[src/uec_params.svh]
// Register indices, field positions, reset values and limits of the RAM/endpoint copier
//
// Contract
// - Registers are blocked (error answer, no effect) while the USB module is disabled.
// - A copy of N bytes finishes in N+1 cycles, one byte per cycle.
// - Launching a copy stalls the core; it resumes right after the copy ends.
// - A launch with zero bytes or endpoint select above four is a violation.
// - A clean launch clears the error flag in bit 2; software may clear it too.
// - A launch with base address outside the RAM window sets the error flag.
// - A launch whose base plus count runs past the window sets the error flag.
// - Count above the endpoint size (64, 2x64, 8 bytes) sets the error flag.
// - A set error flag raises the USB interrupt when USB interrupts are enabled.
// - Direction bit 1: zero copies endpoint to RAM, one copies RAM to endpoint.
// - Receive copies only return host data; written endpoint data is never read back.
// - Software launches with run bit 0; hardware clears it when the copy ends.
// - A copy cannot be interrupted; pending interrupts wait until it ends.
// - The top two bits of the high address register read as zero.
// - The address registers hold a 14-bit RAM base, source or destination.
// - Launch checks the window 0x0100..0x10FF; on error address and count stay.
// - After a copy the address holds the last RAM address used plus one.
// - The byte count register is seven bits and keeps its value after a copy.
`ifndef UEC_PARAMS_SVH
`define UEC_PARAMS_SVH

`define UEC_IDX_CTL 8'hEA
`define UEC_IDX_ADL 8'hEB
`define UEC_IDX_ADH 8'hEC
`define UEC_IDX_CNT 8'hED

`define UEC_RST_CTL 8'h00
`define UEC_RST_ADL 8'h00
`define UEC_RST_ADH 8'h01
`define UEC_RST_CNT 8'h00

`define UEC_CTL_RUN 0
`define UEC_CTL_DIR 1
`define UEC_CTL_ERR 2
`define UEC_CTL_EPS_LO 4
`define UEC_CTL_EPS_HI 6
`define UEC_ADH_MASK 8'h3F
`define UEC_CNT_MASK 8'h7F

`define UEC_EPS_MAX 3'h4
`define UEC_WIN_LO 15'h0100
`define UEC_WIN_HI 15'h10FF
`define UEC_EP_SIZE_CTRL 8'h40
`define UEC_EP_SIZE_DUAL 8'h80
`define UEC_EP_SIZE_SMALL 8'h08

`endif

[src/uec_pkg.sv]
// Types shared by the RAM/endpoint copier
package uec_pkg;

  typedef enum logic [0:0] {
    UEC_IDLE = 1'b0,
    UEC_MOVE = 1'b1
  } uec_fsm_e;

  typedef struct packed {
    logic re;
    logic we;
    logic [13:0] addr;
    logic [7:0] wdata;
  } uec_ram_req_s;

  typedef struct packed {
    logic re;
    logic we;
    logic [2:0] sel;
    logic [6:0] addr;
    logic [7:0] wdata;
  } uec_ep_req_s;

  typedef struct packed {
    uec_fsm_e fsm;
    logic [2:0] eps;
    logic dir;
    logic err;
    logic run;
    logic [13:0] addr;
    logic [6:0] cnt;
    logic [7:0] idx;
    logic pready;
    logic pslverr;
    logic [7:0] prdata;
    logic stall;
    logic usb_int;
    uec_ram_req_s ram;
    uec_ep_req_s ep;
  } uec_state_s;

endpackage : uec_pkg

[src/uec_copier.sv]
// APB-controlled copy engine between data RAM and USB endpoint buffers
//
// Decided for this implementation: the APB slave port.
`timescale 1ns/10ps
`default_nettype none
`include "uec_params.svh"

module uec_copier
  import uec_pkg::*;
(
  input wire logic pclk,
  input wire logic presetn,
  input wire logic psel,
  input wire logic penable,
  input wire logic pwrite,
  input wire logic [9:0] paddr,
  input wire logic [31:0] pwdata,
  output logic [31:0] prdata,
  output logic pready,
  output logic pslverr,
  input wire logic usb_enable,
  input wire logic usb_int_enable,
  output logic usb_int,
  output logic cpu_stall,
  output uec_ram_req_s ram_req,
  input wire logic [7:0] ram_rdata,
  output uec_ep_req_s ep_req,
  input wire logic [7:0] ep_rdata
);

  // ------------------------------------------------------------
  // Helpers
  // ------------------------------------------------------------
  function automatic logic [7:0] ep_size(input logic [2:0] eps);
    logic [7:0] sz;
    sz = `UEC_EP_SIZE_SMALL;
    if (eps == 3'h0) begin
      sz = `UEC_EP_SIZE_CTRL;
    end else if (eps < 3'h4) begin
      sz = `UEC_EP_SIZE_DUAL;
    end
    return sz;
  endfunction : ep_size

  function automatic logic launch_bad(input logic [2:0] eps, input logic [13:0] base,
                                      input logic [6:0] cnt);
    logic [14:0] last;
    logic bad;
    last = 15'({1'b0, base} + {8'h00, cnt} - 15'h0001);
    bad = 1'b0;
    // zero count or endpoint above four
    if (cnt == 7'h00 || eps > `UEC_EPS_MAX) begin
      bad = 1'b1;
    end
    if ({1'b0, base} < `UEC_WIN_LO || {1'b0, base} > `UEC_WIN_HI) begin
      bad = 1'b1;
    end
    if (last > `UEC_WIN_HI) begin
      bad = 1'b1;
    end
    if ({1'b0, cnt} > ep_size(eps)) begin
      bad = 1'b1;
    end
    return bad;
  endfunction : launch_bad

  // ------------------------------------------------------------
  // Decode
  // ------------------------------------------------------------
  uec_state_s st;
  uec_state_s next_st;
  logic [7:0] reg_idx;
  logic hit;
  logic take;
  logic [7:0] rd_mux;
  logic [7:0] src_byte;

  assign reg_idx = paddr[9:2];
  assign hit = (paddr[1:0] == 2'h0) && (reg_idx == `UEC_IDX_CTL || reg_idx == `UEC_IDX_ADL ||
               reg_idx == `UEC_IDX_ADH || reg_idx == `UEC_IDX_CNT);
  assign take = psel && penable && st.pready;
  assign src_byte = st.dir ? ram_rdata : ep_rdata;

  always_comb begin
    rd_mux = 8'h00;
    case (reg_idx)
      `UEC_IDX_CTL: rd_mux = {1'b0, st.eps, 1'b0, st.err, st.dir, st.run};
      `UEC_IDX_ADL: rd_mux = st.addr[7:0];
      `UEC_IDX_ADH: rd_mux = {2'h0, st.addr[13:8]};
      `UEC_IDX_CNT: rd_mux = {1'b0, st.cnt};
      default: rd_mux = 8'h00;
    endcase
  end

  // ------------------------------------------------------------
  // Next state
  // ------------------------------------------------------------
  always_comb begin
    next_st = st;
    next_st.pready = 1'b0;
    next_st.pslverr = 1'b0;
    next_st.ram.re = 1'b0;
    next_st.ram.we = 1'b0;
    next_st.ep.re = 1'b0;
    next_st.ep.we = 1'b0;

    // Bus answers only while idle, so the core waits out a running copy
    if (psel && penable && !st.pready && st.fsm == UEC_IDLE) begin
      next_st.pready = 1'b1;
      next_st.pslverr = !usb_enable || !hit;
      next_st.prdata = (usb_enable && hit && !pwrite) ? rd_mux : 8'h00;
    end

    if (take && pwrite && !st.pslverr) begin
      case (reg_idx)
        `UEC_IDX_CTL: begin
          next_st.eps = pwdata[`UEC_CTL_EPS_HI:`UEC_CTL_EPS_LO];
          next_st.dir = pwdata[`UEC_CTL_DIR];
          next_st.err = pwdata[`UEC_CTL_ERR];
          if (pwdata[`UEC_CTL_RUN]) begin
            // failed launch keeps address and count
            if (launch_bad(pwdata[`UEC_CTL_EPS_HI:`UEC_CTL_EPS_LO], st.addr, st.cnt)) begin
              next_st.err = 1'b1;
              next_st.run = 1'b0;
            end else begin
              next_st.err = 1'b0;
              next_st.run = 1'b1;
              next_st.stall = 1'b1;
              next_st.fsm = UEC_MOVE;
              next_st.idx = 8'h00;
              next_st.ep.sel = pwdata[`UEC_CTL_EPS_HI:`UEC_CTL_EPS_LO];
              next_st.ep.addr = 7'h00;
              next_st.ram.addr = st.addr;
              // receive reads the host-filled side of the buffer
              if (pwdata[`UEC_CTL_DIR]) begin
                next_st.ram.re = 1'b1;
              end else begin
                next_st.ep.re = 1'b1;
              end
            end
          end
        end
        `UEC_IDX_ADL: next_st.addr[7:0] = pwdata[7:0];
        `UEC_IDX_ADH: next_st.addr[13:8] = pwdata[5:0];
        `UEC_IDX_CNT: next_st.cnt = pwdata[6:0];
        default: next_st.cnt = st.cnt;
      endcase
    end

    if (st.fsm == UEC_MOVE) begin
      // one byte per cycle, N+1 cycles in all
      if (st.idx < {1'b0, st.cnt}) begin
        // ascending RAM addresses from the base
        if (st.dir) begin
          next_st.ep.we = 1'b1;
          next_st.ep.addr = st.idx[6:0];
          next_st.ep.wdata = src_byte;
        end else begin
          next_st.ram.we = 1'b1;
          next_st.ram.addr = 14'(st.addr + {6'h00, st.idx});
          next_st.ram.wdata = src_byte;
        end
        if (8'(st.idx + 8'h01) < {1'b0, st.cnt}) begin
          if (st.dir) begin
            next_st.ram.re = 1'b1;
            next_st.ram.addr = 14'(st.addr + {6'h00, st.idx} + 14'h0001);
          end else begin
            next_st.ep.re = 1'b1;
            next_st.ep.addr = 7'(st.idx + 8'h01);
          end
        end
        next_st.idx = 8'(st.idx + 8'h01);
      end else begin
        next_st.fsm = UEC_IDLE;
        // hardware clears run at the end
        next_st.run = 1'b0;
        next_st.stall = 1'b0;
        // address advances past the last byte
        next_st.addr = 14'(st.addr + {7'h00, st.cnt});
      end
    end

    // held back while a copy runs
    next_st.usb_int = next_st.err && usb_int_enable && next_st.fsm == UEC_IDLE;
  end

  always_ff @(posedge pclk or negedge presetn) begin
    if (!presetn) begin
      st <= '0;
      st.addr <= {6'(`UEC_RST_ADH & `UEC_ADH_MASK), `UEC_RST_ADL};
      st.cnt <= 7'h00;
    end else begin
      st <= next_st;
    end
  end

  assign prdata = {24'h000000, st.prdata};
  assign pready = st.pready;
  assign pslverr = st.pslverr;
  assign usb_int = st.usb_int;
  assign cpu_stall = st.stall;
  assign ram_req = st.ram;
  assign ep_req = st.ep;

  // ------------------------------------------------------------
  // Checks
  // ------------------------------------------------------------
  logic [7:0] stall_cyc;
  always_ff @(posedge pclk or negedge presetn) begin
    if (!presetn) begin
      stall_cyc <= 8'h00;
    end else begin
      stall_cyc <= cpu_stall ? 8'(stall_cyc + 8'h01) : 8'h00;
    end
  end

  a_stall_span: assert property (@(posedge pclk) disable iff (!presetn)
    $fell(cpu_stall) |-> stall_cyc == 8'({1'b0, st.cnt} + 8'h01))
    else $error("copy stall length is not count plus one");

  a_bad_zero: assert property (@(posedge pclk) disable iff (!presetn)
    take && pwrite && !pslverr && reg_idx == `UEC_IDX_CTL && pwdata[0] && st.cnt == 7'h00
    |=> st.err && !cpu_stall && !st.run)
    else $error("zero count launch not flagged");

  a_bad_eps: assert property (@(posedge pclk) disable iff (!presetn)
    take && pwrite && !pslverr && reg_idx == `UEC_IDX_CTL && pwdata[0] && pwdata[6:4] > 3'h4
    |=> st.err && !cpu_stall)
    else $error("endpoint select above four not flagged");

  a_blocked_bus: assert property (@(posedge pclk) disable iff (!presetn)
    $rose(pready) && !$past(usb_enable) |-> pslverr && prdata == 32'h00000000)
    else $error("access while USB disabled not blocked");

  a_addr_after: assert property (@(posedge pclk) disable iff (!presetn)
    $fell(cpu_stall) |-> st.addr == 14'($past(st.addr) + {7'h00, st.cnt})
    && st.cnt == $past(st.cnt) && !st.run)
    else $error("address or count wrong after copy");

  a_ram_ascend: assert property (@(posedge pclk) disable iff (!presetn)
    ram_req.we && $past(ram_req.we) |-> ram_req.addr == 14'($past(ram_req.addr) + 14'h0001))
    else $error("RAM writes not ascending");

  a_ram_window: assert property (@(posedge pclk) disable iff (!presetn)
    ram_req.re || ram_req.we |-> {1'b0, ram_req.addr} >= `UEC_WIN_LO
    && {1'b0, ram_req.addr} <= `UEC_WIN_HI)
    else $error("RAM access outside window");

  a_irq_held: assert property (@(posedge pclk) disable iff (!presetn)
    cpu_stall |-> !usb_int)
    else $error("interrupt raised during a copy");

  a_irq_raise: assert property (@(posedge pclk) disable iff (!presetn)
    st.err && usb_int_enable && !cpu_stall ##1 st.err && usb_int_enable |-> usb_int)
    else $error("error flag did not raise the interrupt");

endmodule : uec_copier
`default_nettype wire

[config.mk]
export PLATFORM = sky130hd
export DESIGN_NAME = uec_copier
export DESIGN_NICKNAME = d
export VERILOG_FILES = /design/src/uec_pkg.sv /design/src/uec_copier.sv
export VERILOG_INCLUDE_DIRS = /design/src
export SDC_FILE = /design/constraint.sdc
export NUM_CORES = 1
export LEC_CHECK = 0
export ABC_AREA = 1
export BUFFER_PORTS_ARGS = -buffer_cell sky130_fd_sc_hd__clkbuf_2
export CORE_MARGIN = 4
export CORE_UTILIZATION = 35
export CTS_CLUSTER_SIZE = 24
export DETAILED_ROUTE_END_ITERATION = 16
export SLEW_MARGIN = 20
export SYNTH_ARGS = -nofsm -noshare
export SYNTH_HDL_FRONTEND = slang
export SYNTH_SLANG_ARGS = --single-unit
[constraint.sdc]
create_clock -name pclk -period 6.5 [get_ports pclk]
set_input_delay 0.65 -clock pclk [delete_from_list [all_inputs] [get_ports pclk]]
set_output_delay 0.65 -clock pclk [all_outputs]
set_load 0.03 [all_outputs]
### Word-level counts from Yosys, hierarchy flattened

Index checks and enable logic that the tools add are counted.

* word-level logic and storage cells: 147
* register bits: 92
* output and inout bits: 80

* $add $sub $neg: 6
* bitwise gates (word level): 4
* muxes and demuxes: 73
* order comparisons: 8
* eq/ne operators: 4
* reductions and logical operators: 30

Operators by type and width (count)
* two-way mux 8 bit: 13
* two-way mux 14 bit: 6
* two-way mux 15 bit: 5
* two-way mux 7 bit: 8
* two-way mux 26 bit: 2
* two-way mux 36 bit: 1
* == test 8 bit (second input constant): 4
* two-way mux 1 bit: 32
* case mux 8 bit (4 select lines): 1
* two-way mux 23 bit: 1
* less-than comparator 8 x 7 -> 1 bit: 2
* adder 14 x 7 -> 15 bit: 1
* greater-than comparator 15 x 13 -> 1 bit (second input constant): 1
* subtractor 15 x 1 -> 15 bit (second input constant): 1
* adder 14 x 1 -> 14 bit (second input constant): 1
* adder 14 x 7 -> 14 bit: 1
* adder 14 x 8 -> 14 bit: 1
* greater-than comparator 14 x 13 -> 1 bit (second input constant): 1
* less-than comparator 14 x 9 -> 1 bit (second input constant): 1
* logical AND 1 bit: 11
* two-way mux 10 bit: 1
* adder 8 x 1 -> 8 bit (second input constant): 1
* greater-than comparator 7 x 8 -> 1 bit: 1
* logical NOT 7 bit: 1
* other kinds (12): 27

### Longest topological paths before layout

* depth in word-level cells: 20
* mapped depth: 21
* depth with buffers taken out: 20

### Worst setup path after synthesis

Ideal clock, no wire load.

* path type: register to register
* start: reg st[72] in the netlist's numbering
* end: reg st (netlist bit ram_req[17])
* library setup time: 122 ps
* stages on the path, launching flop included: 20
* setup slack: 3733 ps
* path buffers: 2
* data required time: 6378 ps
* arrival: 2646 ps
* cell sequence: dfrtp_1 -> inv_1 -> ha_1 -> inv_1 -> ha_1 -> fa_1 -> nand2_1 -> nand2_1 -> nand3_1 -> nand2_1 -> nand2_1 -> nand2_1 -> nand2_1 -> nand3_2 -> nor2_4 -> nand3_2 -> buf_6 -> buf_6 -> o211ai_2 -> nand2_1

RTL lines
* from (decl): line uec_copier.sv:70 `uec_state_s st;`
* from (signal assigned): line uec_copier.sv:193 `st <= next_st;`

==> summary.txt <==
Status
  – Run status: finished, final reports clean

Setup path
  – Cell seen most often among critical-path stages: nand2_1
  – Arrival time reported for the critical path endpoint: 4.48 ns
  – CP peak stage delay: 0.70 ns
  – CP required: 6.73 ns
  – Family of cells with the greatest summed delay on the critical path: simple AND/OR/NAND/NOR gates
  – Worst path buffer plus inverter count: 3
  – Setup Crit Path Kind: reg -> reg
  – Cell chain of the critical path: inv_1 -> ha_1 -> inv_1 -> ha_1 -> fa_1 -> nand2_1 -> nand2_1 -> nand3_1 -> nand2_1 -> nand2_1 -> nand2_1 -> nor2_1 -> nand3_1 -> nand2_1 -> nand3_2 -> nand2_1 -> inv_2 -> nor2_1 -> nor2_1
  – Sort of element at the start of the critical path: register
  – Highest-delay cell along the critical path: nand3_2
  – Crit-path max FO: 40
  – Capturing element type of the critical path: register

Detailed routing
  – Vias: 6539
  – Mean number of vias per cell: 4.82
  – Post-detailed-routing wire length: 19.7 mm
  – Drt wl/cell: 14.5 um
  – Drt initial violations: 580
  – Remaining routing DRC violations: 0
  – Number of nets still failing antenna checks after routing: 0
  – Length of the first detailed-routing pass in iterations: 5

Floorplanning
  – Die ar.: 23800 um2
  – Starting density of the core: 35.7%
  – Count of pins on the block boundary: 145
  – Die height: 154 um
  – Placeable Area: 21000 um2
  – Std-Cell Rows: 53
  – Die Width: 154 um

CTS
  – Clock Root Buffer: clkbuf_16
  – Insertion delay of the later-clocked pin in the worst-skew pair: 0.35 ns
  – Setup Buffers After CTS: 0
  – H-tree depth: 3
  – Hold-fix buffer count after cts: 0
  – PostCTS Resize Cnt: 0
  – Clock tree from TritonCTS: built
  – Total clock buffers created by CTS: 9
  – TritonCTS sink count: 92
  – Clock tree buffer depth: 2
  – Clock input transition at the sequential cells of the worst setup and hold paths: 0.07 ns

STA
  – Min cycle time layout: 4.25 ns
  – Transition time at the pin with the least slew margin: 0.954 ns
  – Clock Skew: 0.00759 ns
  – Final Hold Vio Count: 0
  – Worst hold slack after final layout: 0.171 ns
  – Setup repair after global routing missed its margin: false
  – Final setup vio count: 0
  – Period utilization: 65.4%
  – Setup_tns: 0 ns
  – Highest Clock Rate: 235 MHz
  – Final count of pins violating max slew: 0
  – Max_slew headroom: 36.4%
  – Least setup slack across all paths after layout: 2.25 ns

Synthesis
  – Fraction of the yosys area taken by sequential cells: 30.7%
  – Average size of a mapped cell: 7.24 um2
  – Top flip-flop cell by instance count after synthesis: dfrtp_1
  – Syn Inst Count: 1035
  – Post-synth EDFFs: 0
  – FF+latch count, synth: 92
  – Total standard cell area after synthesis: 7500 um2
  – Fraction of registers with async set/reset: 100%
  – Count of distinct cell types in the synthesized netlist: 50
  – Total of warnings raised by yosys: 0

GRT
  – Largest net degree at the start of global routing: 75
  – Vias in the first global route: 6403
  – Wire length of the first global-routing pass: 32.5 mm
  – Total congestion overflow after global routing: 0
  – Gr usage total: 16.7%
  – Number of antenna violations at the first check in global routing: 0

Pwr
  – Worst ir drop on vdd: 0.000122 V
  – Leakage component of the power: 4.29 nW
  – Power consumption: 1.27 mW
  – Power per Cell Area: 157 nW/um2

Min path
  – Class of the worst hold path: in -> async

Place
  – DP Cell Count: 1341
  – Placement Cell Area: 7780 um2
  – Port Buf Inserts: 96
  – Placement-stage worst setup slack: 2.35 ns
  – Final estimated routing congestion in global placement: 0.884
  – HPWL Detailed: 15.6 mm

Layout
  – Fraction of layout instances using a drive strength above 1: 14.9%
  – Post-route core utilization: 38.6%
  – Top library cells by usage in the layout, fill and taps aside: nand2_1 (302), inv_1 (143), clkbuf_2 (95)
  – Most common library cell in the layout ignoring fill and taps: nand2_1
  – N_diodes: 0
  – Nets: 1205
  – Final non-filler cell total: 1356
  – Post-synthesis to final-layout area growth: 8.38%
  – Post-layout instance area: 8120 um2
  – FILL cells: 2214

Flow run
  – Max-cap violations: 0
==> per-layer routing <==
metal  up-vias  track usage, %  part of all wire (%)
li1       3327               -                     -
met1      2974            23.0                    46
met2       204            27.0                    46
met3        34            2.88                   5.9
met4         0            5.26                   2.2
met5         -               0                     0
==> registers in the layout, summed over array words and instances, names as in the netlist <==
name       count
st            36
ram_req       24
ep_req        20
prdata         8
cpu_stall      1
pready         1
pslverr        1
usb_int        1
==> cells by family (layout without fill, tap and decap cells) <==
family                   Yosys count  after routing  synth area share, %
flip-flops                        92             92                 30.7
AO/OA/AOI/OAI                    149            149                 11.9
other                              1             24               0.0500
XOR/XNOR                          17             17                 1.99
AND/OR/NAND/NOR                  466            466                 27.9
adder cells (fa/ha/maj)           63             63                 10.8
buffers and inverters            247            270                 16.6
==> cell usage after synthesis (2+ instances only) <==
cell / n / area, um2
nor2_2: 8 / 50.1
o21ai_1: 9 / 45.0
inv_2: 11 / 41.3
a22oi_1: 5 / 37.5
inv_1: 143 / 537
o22ai_1: 22 / 138
buf_6: 2 / 22.5
clkbuf_1: 5 / 18.8
nand3_4: 2 / 35.0
a22o_1: 2 / 17.5
nor3_1: 6 / 30.0
a211oi_1: 3 / 22.5
nor2_1: 50 / 188
nand2_1: 302 / 1130
nand2_2: 3 / 18.8
dfrtp_1: 91 / 2280
o211ai_2: 3 / 37.5
nor3_2: 2 / 20.0
a21o_1: 3 / 22.5
a221oi_1: 5 / 43.8
a31oi_1: 4 / 25.0
ha_1: 60 / 751
o211ai_1: 11 / 82.6
nand4_1: 15 / 93.8
buf_4: 76 / 571
fa_1: 3 / 60.1
o21ai_0: 44 / 220
nand3_2: 3 / 30.0
nand3b_1: 4 / 30.0
nand3_1: 56 / 280
xor2_1: 16 / 140
nor2_4: 6 / 67.6
a21oi_1: 35 / 175
nor2_8: 3 / 60.1
buf_2: 7 / 35.0
==> cell type report <==
type	instances	area [um2]	share of cell area [%]
tap	275	344	4.24
clock buffer	10	239	2.94
sequential	92	2300	28.4
clock inverter	5	108	1.32
timing repair buffer	98	498	6.13
inverter	157	599	7.38
multi-input combinational	719	4030	49.6
==> report_power, final <==
part / internal, mW / switching (mW)
logic: 0.0197 / 0.0571
clock network: 0.387 / 0.230
registers: 0.576 / 0.00371
==> path summary, 6_finish.rpt <==
kind / from / to / slack (ns) / cells after the start
setup / recovery: st[72] / usb_int / 2.25 / 19
hold / removal: presetn / ram_req[16] / 0.17 / 1
setup reg to reg: st[72] / usb_int / 2.25 / 19
hold reg to reg: ep_req[2] / ep_req[2] / 0.47 / 2
max in group asynchronous: presetn / st[69] / 5.09 / 2
min in group pclk: ep_req[2] / ep_req[2] / 0.47 / 2
Note: power is estimated with default switching activity, not from simulation.
